$ cat config.mk
export PLATFORM = sky130hd
export DESIGN_NAME = pxs_sensor_regs
export DESIGN_NICKNAME = d
export VERILOG_FILES = /design/src/pxs_pkg.sv /design/src/pxs_sensor_regs.sv /design/src/pxs_led_mod.sv /design/src/pxs_integ_timer.sv
export VERILOG_INCLUDE_DIRS = /design/src
export SDC_FILE = /design/constraint.sdc
export NUM_CORES = 1
export LEC_CHECK = 0
export CAP_MARGIN = 20
export CORE_MARGIN = 2
export CORE_UTILIZATION = 50
export DETAILED_ROUTE_END_ITERATION = 6
export DONT_BUFFER_PORTS = 1
export GPL_TIMING_DRIVEN = 0
export PLACE_DENSITY = 0.73
export SETUP_SLACK_MARGIN = 0.5
export SLEW_MARGIN = 20
export SYNTH_ARGS = -nofsm -noshare
export SYNTH_HDL_FRONTEND = slang
export SYNTH_SLANG_ARGS = --single-unit
export TNS_END_PERCENT = 100
$ cat constraint.sdc
create_clock -name clk_i -period 3.6 [get_ports clk_i]
set_input_delay 0.72 -clock clk_i [delete_from_list [all_inputs] [get_ports clk_i]]
set_output_delay 0.72 -clock clk_i [all_outputs]
set_load 0.005 [all_outputs]
$ cat src/pxs_defines.svh
// Constants of the proximity sensor configuration, result and threshold
// logic. Assumes inclusion by every design file of the block.
// Operation
// - Scheme bit set: proximity minus ambient, signed, n-1 magnitude bits.
// - Control bit 6 picks LED drive: zero steady, one modulated 360 kHz.
// - Control bits 5:4 pick LED current 12.5, 25, 50 or 100 mA.
// - Control bits 3:2 pick 16, 12, 8 or 4 bits resolution.
// - Each integration lasts two to the n oscillator cycles.
// - Control bits 1:0 pick one of four full-scale ranges, 00 lowest.
// - Result low byte reads at 02, high byte at 03, read only.
// - Result right aligned from bit 0, unused upper bits zero.
// - Both result bytes update at the end of every conversion.
// - Registers 04 and 05 hold lower threshold, reset 00.
// - Registers 06 and 07 hold upper threshold, reset FF.
// - Modulated LED runs at 360 kHz with equal on and off times.
// - Flag and pin set after m consecutive out-of-window results.
// - Flag and pin stay set until a command I transfer ends.
// - Persistence counter returns to zero on any mode change.
`ifndef PXS_DEFINES_SVH
`define PXS_DEFINES_SVH

// Register offsets
`define PXS_ADDR_CTRL      3'h1
`define PXS_ADDR_RES_LO    3'h2
`define PXS_ADDR_RES_HI    3'h3
`define PXS_ADDR_LT_LO     3'h4
`define PXS_ADDR_LT_HI     3'h5
`define PXS_ADDR_HT_LO     3'h6
`define PXS_ADDR_HT_HI     3'h7

// Reset values
`define PXS_CTRL_RST       8'h00
`define PXS_RES_RST        16'h0000
`define PXS_LT_RST         8'h00
`define PXS_HT_RST         8'hFF

// Control field positions
`define PXS_CTRL_SCHEME    7
`define PXS_CTRL_FREQ      6
`define PXS_CTRL_CUR_HI    5
`define PXS_CTRL_CUR_LO    4
`define PXS_CTRL_RES_HI    3
`define PXS_CTRL_RES_LO    2
`define PXS_CTRL_RNG_HI    1
`define PXS_CTRL_RNG_LO    0

// Timing: system clock and LED modulation
`define PXS_CLK_PERIOD_NS  4
`define PXS_MOD_FREQ_KHZ   360
`define PXS_LED_HALF_CYC   ((1000000 / (2 * `PXS_MOD_FREQ_KHZ)) / `PXS_CLK_PERIOD_NS)

// Widest integration count, in oscillator cycles (2^16)
`define PXS_INTEG_BITS     16

`endif

$ cat src/pxs_pkg.sv
// Types and decode helpers of the proximity sensor register block.
// Assumes pxs_defines.svh is on the include path.
`include "pxs_defines.svh"

package pxs_pkg;

	// Conversion sequencer states, Gray along idle-integrate-done
	typedef enum logic [1:0] {
		PXS_IDLE  = 2'b00,
		PXS_INTEG = 2'b01,
		PXS_DONE  = 2'b11
	} pxs_state_t;

	typedef logic [1:0] pxs_code_t;

	// Resolution code to bit count: 00-16, 01-12, 10-8, 11-4
	function automatic logic [4:0] pxs_res_width(input pxs_code_t code);
		case (code)
			2'b00:   pxs_res_width = 5'd16;
			2'b01:   pxs_res_width = 5'd12;
			2'b10:   pxs_res_width = 5'd8;
			default: pxs_res_width = 5'd4;
		endcase
	endfunction : pxs_res_width

	// Mask of the n valid low bits for a resolution code
	function automatic logic [15:0] pxs_res_mask(input pxs_code_t code);
		case (code)
			2'b00:   pxs_res_mask = 16'hFFFF;
			2'b01:   pxs_res_mask = 16'h0FFF;
			2'b10:   pxs_res_mask = 16'h00FF;
			default: pxs_res_mask = 16'h000F;
		endcase
	endfunction : pxs_res_mask

endpackage : pxs_pkg

$ cat src/pxs_sensor_regs.sv
// Sensing control, result and threshold registers with conversion
// sequencing, ambient subtraction and persistent threshold interrupt.
// Assumes an external serial slave engine presents byte accesses, decodes
// command register I and reports when its transfer ends.
`timescale 1ns/1ps
`default_nettype none
`include "pxs_defines.svh"

module pxs_sensor_regs #(
	parameter int LED_HALF_CYC = `PXS_LED_HALF_CYC
) (
	// Clock and reset
	input  wire logic        clk_i,
	input  wire logic        rst_n_i,
	// Byte register port from the serial slave engine
	input  wire logic [2:0]  reg_addr_i,
	input  wire logic        reg_wr_i,
	input  wire logic [7:0]  reg_wdata_i,
	input  wire logic        reg_rd_i,
	output logic      [7:0]  reg_rdata_o,
	// Command register I fields and transfer end
	input  wire logic [2:0]  op_mode_i,
	input  wire logic [1:0]  persist_i,
	input  wire logic        cmd1_xfer_done_i,
	// Analog front end
	input  wire logic        osc_tick_i,
	input  wire logic [15:0] adc_count_i,
	input  wire logic [15:0] ambient_count_i,
	output logic             integrating_o,
	output logic      [1:0]  full_scale_range_o,
	output logic      [1:0]  led_current_o,
	output logic             led_drive_pin_o,
	// Interrupt flag and open-drain pin
	output logic             int_flag_o,
	output logic             int_pin_o,
	output logic             int_pin_oe_n_o
);
	import pxs_pkg::*;

	if (LED_HALF_CYC < 1) begin : g_chk
		$error("pxs_sensor_regs: LED_HALF_CYC must be positive");
	end

	// Reset release through two flops
	logic rst_s1_r;
	logic rst_s2_r;
	logic rst_n;

	always_ff @(posedge clk_i or negedge rst_n_i) begin
		if (!rst_n_i) begin
			rst_s1_r <= 1'b0;
			rst_s2_r <= 1'b0;
		end else begin
			rst_s1_r <= 1'b1;
			rst_s2_r <= rst_s1_r;
		end
	end
	assign rst_n = rst_s2_r;

	// Software-visible registers
	logic [7:0]  ctrl_r;
	logic [7:0]  ctrl_nxt;
	logic [15:0] lt_r;
	logic [15:0] lt_nxt;
	logic [15:0] ht_r;
	logic [15:0] ht_nxt;
	logic [7:0]  rdata_r;
	logic [7:0]  rdata_nxt;

	// Register writes; reset values of the thresholds form an open window
	always_comb begin
		ctrl_nxt = ctrl_r;
		lt_nxt   = lt_r;
		ht_nxt   = ht_r;
		if (reg_wr_i) begin
			case (reg_addr_i)
				`PXS_ADDR_CTRL:  ctrl_nxt       = reg_wdata_i;
				`PXS_ADDR_LT_LO: lt_nxt[7:0]    = reg_wdata_i;
				`PXS_ADDR_LT_HI: lt_nxt[15:8]   = reg_wdata_i;
				`PXS_ADDR_HT_LO: ht_nxt[7:0]    = reg_wdata_i;
				`PXS_ADDR_HT_HI: ht_nxt[15:8]   = reg_wdata_i;
				default:         ctrl_nxt       = ctrl_r;
			endcase
		end
	end

	always_ff @(posedge clk_i or negedge rst_n) begin
		if (!rst_n) begin
			ctrl_r <= `PXS_CTRL_RST;
			lt_r   <= {`PXS_LT_RST, `PXS_LT_RST};
			ht_r   <= {`PXS_HT_RST, `PXS_HT_RST};
		end else begin
			ctrl_r <= ctrl_nxt;
			lt_r   <= lt_nxt;
			ht_r   <= ht_nxt;
		end
	end

	// Conversion sequencer state
	pxs_state_t  state_r;
	pxs_state_t  state_nxt;
	logic [7:0]  cfg_r;
	logic [7:0]  cfg_nxt;
	logic [2:0]  mode_prev_r;
	logic        once_done_r;
	logic        once_done_nxt;
	logic [15:0] result_r;
	logic [15:0] result_nxt;
	logic        conv_done_r;
	logic        conv_done_nxt;
	logic        start;
	logic        abort;
	logic        tmr_busy;
	logic        tmr_done;
	logic        mode_chg;
	logic        run_mode;
	logic        once_mode;
	logic        prox_mode;
	logic [15:0] conv_val;

	assign mode_chg  = (op_mode_i != mode_prev_r);
	assign run_mode  = op_mode_i[1];
	assign once_mode = ~op_mode_i[2];
	assign prox_mode = op_mode_i[0];

	// Conversion value: raw count, or signed proximity less ambient
	always_comb begin
		logic signed [16:0] diff;
		logic signed [16:0] lim_hi;
		logic signed [16:0] lim_lo;
		logic [4:0]         nbits;
		diff   = $signed({1'b0, adc_count_i}) - $signed({1'b0, ambient_count_i});
		nbits  = pxs_res_width(cfg_r[`PXS_CTRL_RES_HI:`PXS_CTRL_RES_LO]);
		lim_hi = $signed(17'((17'h00001 << (nbits - 5'd1)) - 17'h00001));
		lim_lo = -lim_hi - 17'sh00001;
		if (prox_mode && cfg_r[`PXS_CTRL_SCHEME]) begin
			if (diff > lim_hi) begin
				diff = lim_hi;
			end else if (diff < lim_lo) begin
				diff = lim_lo;
			end
			conv_val = diff[15:0];
		end else begin
			conv_val = adc_count_i;
		end
		conv_val = conv_val & pxs_res_mask(cfg_r[`PXS_CTRL_RES_HI:`PXS_CTRL_RES_LO]);
	end

	// Sequencer: settings latch at start, result at timer completion
	always_comb begin
		state_nxt     = state_r;
		cfg_nxt       = cfg_r;
		once_done_nxt = once_done_r;
		result_nxt    = result_r;
		conv_done_nxt = 1'b0;
		start         = 1'b0;
		abort         = 1'b0;
		if (mode_chg || cmd1_xfer_done_i) begin
			once_done_nxt = 1'b0;
		end
		case (state_r)
			PXS_IDLE: begin
				if (run_mode && !mode_chg && !once_done_r) begin
					start     = 1'b1;
					cfg_nxt   = ctrl_r;
					state_nxt = PXS_INTEG;
				end
			end
			PXS_INTEG: begin
				if (mode_chg || !run_mode) begin
					abort     = 1'b1;
					state_nxt = PXS_IDLE;
				end else if (tmr_done) begin
					result_nxt    = conv_val;
					conv_done_nxt = 1'b1;
					state_nxt     = PXS_DONE;
				end
			end
			PXS_DONE: begin
				if (run_mode && !once_mode && !mode_chg) begin
					start     = 1'b1;
					cfg_nxt   = ctrl_r;
					state_nxt = PXS_INTEG;
				end else begin
					once_done_nxt = run_mode & once_mode & ~mode_chg;
					state_nxt     = PXS_IDLE;
				end
			end
			default: state_nxt = PXS_IDLE;
		endcase
	end

	always_ff @(posedge clk_i or negedge rst_n) begin
		if (!rst_n) begin
			state_r     <= PXS_IDLE;
			cfg_r       <= `PXS_CTRL_RST;
			mode_prev_r <= 3'h0;
			once_done_r <= 1'b0;
			result_r    <= `PXS_RES_RST;
			conv_done_r <= 1'b0;
		end else begin
			state_r     <= state_nxt;
			cfg_r       <= cfg_nxt;
			mode_prev_r <= op_mode_i;
			once_done_r <= once_done_nxt;
			result_r    <= result_nxt;
			conv_done_r <= conv_done_nxt;
		end
	end

	pxs_integ_timer #(
		.CNT_W(`PXS_INTEG_BITS)
	) u_timer (
		.clk_i     (clk_i),
		.rst_n_i   (rst_n),
		.start_i   (start),
		.abort_i   (abort),
		.res_code_i(cfg_nxt[`PXS_CTRL_RES_HI:`PXS_CTRL_RES_LO]),
		.osc_tick_i(osc_tick_i),
		.busy_o    (tmr_busy),
		.done_o    (tmr_done)
	);

	// Persistence count and sticky flag
	logic [4:0] pers_r;
	logic [4:0] pers_nxt;
	logic       flag_r;
	logic       flag_nxt;
	logic [4:0] pers_m;
	logic       out_win;

	// Unsigned 16-bit window test on each new result
	assign out_win = (result_r < lt_r) || (result_r > ht_r);

	always_comb begin
		case (persist_i)
			2'b00:   pers_m = 5'd1;
			2'b01:   pers_m = 5'd4;
			2'b10:   pers_m = 5'd8;
			default: pers_m = 5'd16;
		endcase
		pers_nxt = pers_r;
		flag_nxt = flag_r;
		if (cmd1_xfer_done_i) begin
			flag_nxt = 1'b0;
		end
		if (mode_chg) begin
			pers_nxt = 5'd0;
		end else if (conv_done_r) begin
			if (out_win) begin
				// Saturate so a long excursion cannot wrap the count
				if (pers_r < pers_m) begin
					pers_nxt = pers_r + 5'd1;
				end
				if (pers_r + 5'd1 >= pers_m) begin
					flag_nxt = 1'b1;
				end
			end else begin
				pers_nxt = 5'd0;
			end
		end
	end

	always_ff @(posedge clk_i or negedge rst_n) begin
		if (!rst_n) begin
			pers_r <= 5'd0;
			flag_r <= 1'b0;
		end else begin
			pers_r <= pers_nxt;
			flag_r <= flag_nxt;
		end
	end

	// Registered read data; command I lives outside, reads as zero here
	always_comb begin
		rdata_nxt = rdata_r;
		if (reg_rd_i) begin
			case (reg_addr_i)
				`PXS_ADDR_CTRL:   rdata_nxt = ctrl_r;
				`PXS_ADDR_RES_LO: rdata_nxt = result_r[7:0];
				`PXS_ADDR_RES_HI: rdata_nxt = result_r[15:8];
				`PXS_ADDR_LT_LO:  rdata_nxt = lt_r[7:0];
				`PXS_ADDR_LT_HI:  rdata_nxt = lt_r[15:8];
				`PXS_ADDR_HT_LO:  rdata_nxt = ht_r[7:0];
				`PXS_ADDR_HT_HI:  rdata_nxt = ht_r[15:8];
				default:          rdata_nxt = 8'h00;
			endcase
		end
	end

	always_ff @(posedge clk_i or negedge rst_n) begin
		if (!rst_n) begin
			rdata_r <= 8'h00;
		end else begin
			rdata_r <= rdata_nxt;
		end
	end

	// LED only during proximity integrations, settings from the latch
	pxs_led_mod #(
		.HALF_CYC(LED_HALF_CYC)
	) u_led (
		.clk_i  (clk_i),
		.rst_n_i(rst_n),
		.en_i   (tmr_busy & prox_mode),
		.mod_i  (cfg_r[`PXS_CTRL_FREQ]),
		.led_o  (led_drive_pin_o)
	);

	// Outputs
	assign reg_rdata_o        = rdata_r;
	assign integrating_o      = tmr_busy;
	assign full_scale_range_o = cfg_r[`PXS_CTRL_RNG_HI:`PXS_CTRL_RNG_LO];
	assign led_current_o      = cfg_r[`PXS_CTRL_CUR_HI:`PXS_CTRL_CUR_LO];
	assign int_flag_o         = flag_r;
	assign int_pin_o          = 1'b0;
	assign int_pin_oe_n_o     = ~flag_r;

endmodule : pxs_sensor_regs
`default_nettype wire

$ cat src/pxs_led_mod.sv
// LED drive gate: steady or square wave with equal on and off halves.
// Assumes en_i low outside proximity integrations.
`timescale 1ns/1ps
`default_nettype none
`include "pxs_defines.svh"

module pxs_led_mod #(
	parameter int HALF_CYC = `PXS_LED_HALF_CYC
) (
	// Clock and reset
	input  wire logic clk_i,
	input  wire logic rst_n_i,
	// Control
	input  wire logic en_i,
	input  wire logic mod_i,
	// LED drive
	output logic      led_o
);
	import pxs_pkg::*;

	if (HALF_CYC < 1 || HALF_CYC > 1023) begin : g_chk
		$error("pxs_led_mod: HALF_CYC out of range");
	end

	localparam logic [9:0] HALF_LAST = 10'(HALF_CYC - 1);

	logic [9:0] cnt_r;
	logic [9:0] cnt_nxt;
	logic       phase_r;
	logic       phase_nxt;
	logic       led_r;
	logic       led_nxt;

	// Half period counter; idles at its wrap point so the turn-on edge
	// acts as a toggle and the first on-half is as long as the others
	always_comb begin
		cnt_nxt   = cnt_r;
		phase_nxt = phase_r;
		if (!en_i) begin
			cnt_nxt   = HALF_LAST;
			phase_nxt = 1'b0;
		end else if (cnt_r == HALF_LAST) begin
			cnt_nxt   = 10'h000;
			phase_nxt = ~phase_r;
		end else begin
			cnt_nxt = cnt_r + 10'h001;
		end
		led_nxt = en_i & (mod_i ? phase_nxt : 1'b1);
	end

	always_ff @(posedge clk_i or negedge rst_n_i) begin
		if (!rst_n_i) begin
			cnt_r   <= HALF_LAST;
			phase_r <= 1'b0;
			led_r   <= 1'b0;
		end else begin
			cnt_r   <= cnt_nxt;
			phase_r <= phase_nxt;
			led_r   <= led_nxt;
		end
	end

	assign led_o = led_r;

endmodule : pxs_led_mod
`default_nettype wire

$ cat src/pxs_integ_timer.sv
// Integration timer: counts 2^n oscillator ticks, then pulses done.
// Assumes osc_tick_i is a one-cycle pulse per oscillator period.
`timescale 1ns/1ps
`default_nettype none
`include "pxs_defines.svh"

module pxs_integ_timer #(
	parameter int CNT_W = `PXS_INTEG_BITS
) (
	// Clock and reset
	input  wire logic              clk_i,
	input  wire logic              rst_n_i,
	// Control
	input  wire logic              start_i,
	input  wire logic              abort_i,
	input  wire pxs_pkg::pxs_code_t res_code_i,
	input  wire logic              osc_tick_i,
	// Status
	output logic                   busy_o,
	output logic                   done_o
);
	import pxs_pkg::*;

	if (CNT_W != 16) begin : g_chk
		$error("pxs_integ_timer: CNT_W must be 16");
	end

	logic [15:0] cnt_r;
	logic [15:0] cnt_nxt;
	logic        busy_r;
	logic        busy_nxt;
	logic        done_r;
	logic        done_nxt;
	logic [15:0] last;

	// Last tick index 2^n - 1 equals the resolution mask
	always_comb begin
		last     = pxs_res_mask(res_code_i);
		cnt_nxt  = cnt_r;
		busy_nxt = busy_r;
		done_nxt = 1'b0;
		if (abort_i) begin
			busy_nxt = 1'b0;
			cnt_nxt  = 16'h0000;
		end else if (start_i) begin
			busy_nxt = 1'b1;
			cnt_nxt  = 16'h0000;
		end else if (busy_r && osc_tick_i) begin
			if (cnt_r == last) begin
				busy_nxt = 1'b0;
				done_nxt = 1'b1;
			end else begin
				cnt_nxt = cnt_r + 16'h0001;
			end
		end
	end

	always_ff @(posedge clk_i or negedge rst_n_i) begin
		if (!rst_n_i) begin
			cnt_r  <= 16'h0000;
			busy_r <= 1'b0;
			done_r <= 1'b0;
		end else begin
			cnt_r  <= cnt_nxt;
			busy_r <= busy_nxt;
			done_r <= done_nxt;
		end
	end

	assign busy_o = busy_r;
	assign done_o = done_r;

endmodule : pxs_integ_timer
`default_nettype wire

==> flow_summary.toml <==
[outcome]
run_status = "complete, but fails checks"
failing_checks = "setup timing"

[detailed_routing]
drc = 0
drtPass1Iterations = 5
totalWireLength_mm = 21.96
wl_per_cell_um = 17.97
drt_iter0_markers = 597
via_count = 7353
routed_via_density = 6.017
postRouteAntennaNets = 0

[clock_network]
path_clk_slew_ns = 0.05
max-clock-path-buffers = 2
clock_tree.root_cell = "clkbuf_16"
worst_skew_pair.late_latency_ns = 0.41
cts_inserted_buffers = 17
cts_h_tree_depth = 4
clock-sinks = 117
cts_tree = "built"

[power_and_ir_drop]
net_switching_component_of_the_power_mw = 1.877
power_report.internal_total_mw = 3.695
cellLeakagePower_nw = 4.524
power.total_mw = 5.572
pwr-share-seq_pct = 29.1
power.share.switching_pct = 33.69
max-vdd-ir-drop_mv = 0.2725
power_density_nw_per_um2 = 544.1
comb_power_share_pct = 37.0
power.clock.fraction_pct = 33.9

[sta]
layout_worst_path_cycle_share_pct = 116.2
slew_violations = 0
setup_viol_count_final = 16
rsz0062_at_grt = "yes"
fmax_ghz = 0.2390
timing.slew.headroom_pct = 40.30
finClkSkew_ns = 0.007451
hold_viol_final = 0
timing_worst_slew_pin_value_ns = 0.8879
timing.final.ws_setup_ns = -0.5850
post-route-min-period_ns = 4.185
whs_ns = 0.2547

[grt]
globalRouteOverflowTotal = 0
grt_pass1_vias = 7048
antenna_found_initial = 0
wire_length_of_the_first_global_routing_pass_mm = 35.25
grt_util_all_layers_pct = 24.17
grt_max_degree = 55

[placement]
pre_cts_slack_ns = -1.344
placedCellCount = 1173
buffer_ports.inserted = 0
place.gp.congestion = 0.9354
dp_hpwl_mm = 16.14

[cells_and_area]
layout-area-overhead-vs-synth_pct = 18.13
multi_input_comb_area_um2 = 5558
layout.cells.most_common = "dfrtp_1"
fillCellCount = 1449
storage_element_area_um2 = 2958
most-common-layout-cells = "dfrtp_1, ha_1, inv_1"
drive_above_1_share_pct = 19.76
finalCoreUtilization_pct = 59.83
layout_cells_excl_fill = 1222
nNetsFinal = 1129
antenna_cells = 0

[setup_path]
timing.critical_path.fanout_max = 6
critical_path_arrival_ns = 4.48
cell_chain_critical_path = "clkinv_16, ha_4, inv_2, fa_2, a211oi_4, buf_4, o21bai_1, a21o_1, xor2_2, ha_1, nor3b_1, o31ai_1, a31oi_4, a2111oi_4, o22ai_4, or2_4, buf_12, a221oi_4, nand2_1"
rr_endpoint = "result_r[11]$_DFFE_PN0P_"
worst_r2r_startpoint = "cfg_r[3]$_DFF_PN0_"
cpPeakStageDelay_ns = 0.43
worst-endpoint-required_ns = 3.90
buffering_stage_count_on_the_worst_path_with_inverters_included = 4
timing.critical_path.to_type = "register"
rrSetupSlack_ns = -0.34
criticalPathCategory = "in2reg"
startpoint_type = "primary input"
critical-path-slowest-cell = "a2111oi_4"
r2r_cells = 14
critical-path-top-delay-family = "compound AO/OA/AOI/OAI gates"

[synth]
syn_nets = 1091
asyncSetResetFlopFracSynth_pct = 100.0
synth.yosys.warnings = 0
synth_area_leaders = "dfrtp_1, ha_1, dfstp_2"
synth.lib_cells_used.distinct = 79
synth.yosys.seq_area_share_pct = 34.07
synth.avg_cell_area_um2 = 9.164
dominantRegCellSynth = "dfrtp_1"
netlist_instances = 946
netlist.area_leader.share_pct = 27.71
synth-edff-count = 0
ys_seq_elements = 117
netlist_area_um2 = 8670
synth.largest_area_cell = "dfrtp_1"

[floorplan]
fp.dieArea_um2 = 18410
die_x_um = 135.7
floorplan.io_pins = 71
core_region_um2 = 17120
die_height_um = 135.7
floorplan.initialDensity_pct = 50.65
num_rows = 48

[flow_run]
max_cap_violations = 0

[worst_hold_path]
hp-class = "reg2async"
## timing repair
action | CTS | global route
pin swaps | 12 | 28
setup endpoints to repair | 16 | 22
gates cloned | 0 | 1
gates resized for setup | 28 | 40
hold buffers | 1 | 0
endpoints found under the hold margin | 2 | 0
buffers inserted | 6 | 9
## synth_stat cells, types with 11 or more instances
cell and instances:
a21oi_1 57, nor2_1 55, xor2_1 17, or3_1 12, nand3_1 30, mux2_2 36
nand2b_1 13, o211ai_1 11, a211oi_1 17, inv_1 89, xnor2_1 16, nand4_1 11
nand2_1 66, dfrtp_1 96, dfstp_2 21, nor2b_1 11, ha_1 90, o31ai_1 13
o22ai_1 14, a21o_1 13, o21ai_0 58, clkbuf_1 23, nor3_1 21
## per-layer routing
layer,GRT usage [%],vias to the layer above,routed length (um)
met3,4.564,50,1238
met4,7.928,0,596
met2,40.04,244,10310
met1,31.92,3543,9815
li1,-,3516,-
met5,0,-,0
## through the flow
| step | setup TNS, ns | area (um2) |
|---|---|---|
| final | -8.386 | 10240 |
| after global routing | -10.08 | 10240 |
| after CTS | -7.058 | 9936 |
| after detailed placement | -19.08 | 9075 |
| after global placement | -18.88 | 9025 |
| after floorplan | -9.788 | 8743 |
## cell families after synthesis
kind of cell    Yosys count  share of synthesized area (%)
fa+ha+maj                91                          13.22
xor+xnor                 35                          3.709
flops                   117                          34.07
buf+inv                 128                          6.105
compound gates          252                          19.45
simple gates            274                          16.54
other cells               2                        0.08662
mux                      47                          6.812
## flip-flops by register name, indices dropped and copies added (netlist names), 2 cells and up
signal and flops:
mode_prev_r 3, pers_r 5, u_led.cnt_r 10, reg_rdata_o 8
ht_r 16, ctrl_r 8, u_timer.cnt_r 16, lt_r 16
state_r 2, result_r 16, cfg_r 8
## cell type report
cell class	instances	area share (%)
buffer	38	2.101
clock buffer	24	4.801
clock inverter	8	1.662
inverter	90	3.592
multi-input combinational	701	54.27
sequential	117	28.88
tap	225	2.749
timing repair buffer	19	1.943
## power by group through the flow
stage / registers (mW) / clock network, mW / logic (mW)
2_1_floorplan: 1.60 / 0 / 1.23
3_3_place_gp: 1.65 / 0 / 1.51
3_5_place_dp: 1.64 / 0 / 1.57
4_1_cts: 1.62 / 1.91 / 1.74
5_1_grt: 1.64 / 1.98 / 2.24
6_report: 1.62 / 1.89 / 2.06
## worst max-delay path by stage
stage                         from                       end  depth (start not counted)
floorplan           adc_count_i[0]  result_r[11]$_DFFE_PN0P_                         20
global placement    adc_count_i[0]  result_r[11]$_DFFE_PN0P_                         19
detailed placement  adc_count_i[0]  result_r[11]$_DFFE_PN0P_                         19
CTS                 adc_count_i[0]   result_r[8]$_DFFE_PN0P_                         19
global route        adc_count_i[0]  result_r[11]$_DFFE_PN0P_                         19
finish              adc_count_i[0]  result_r[11]$_DFFE_PN0P_                         19
No activity file was read; power rests on OpenSTA's default activity.
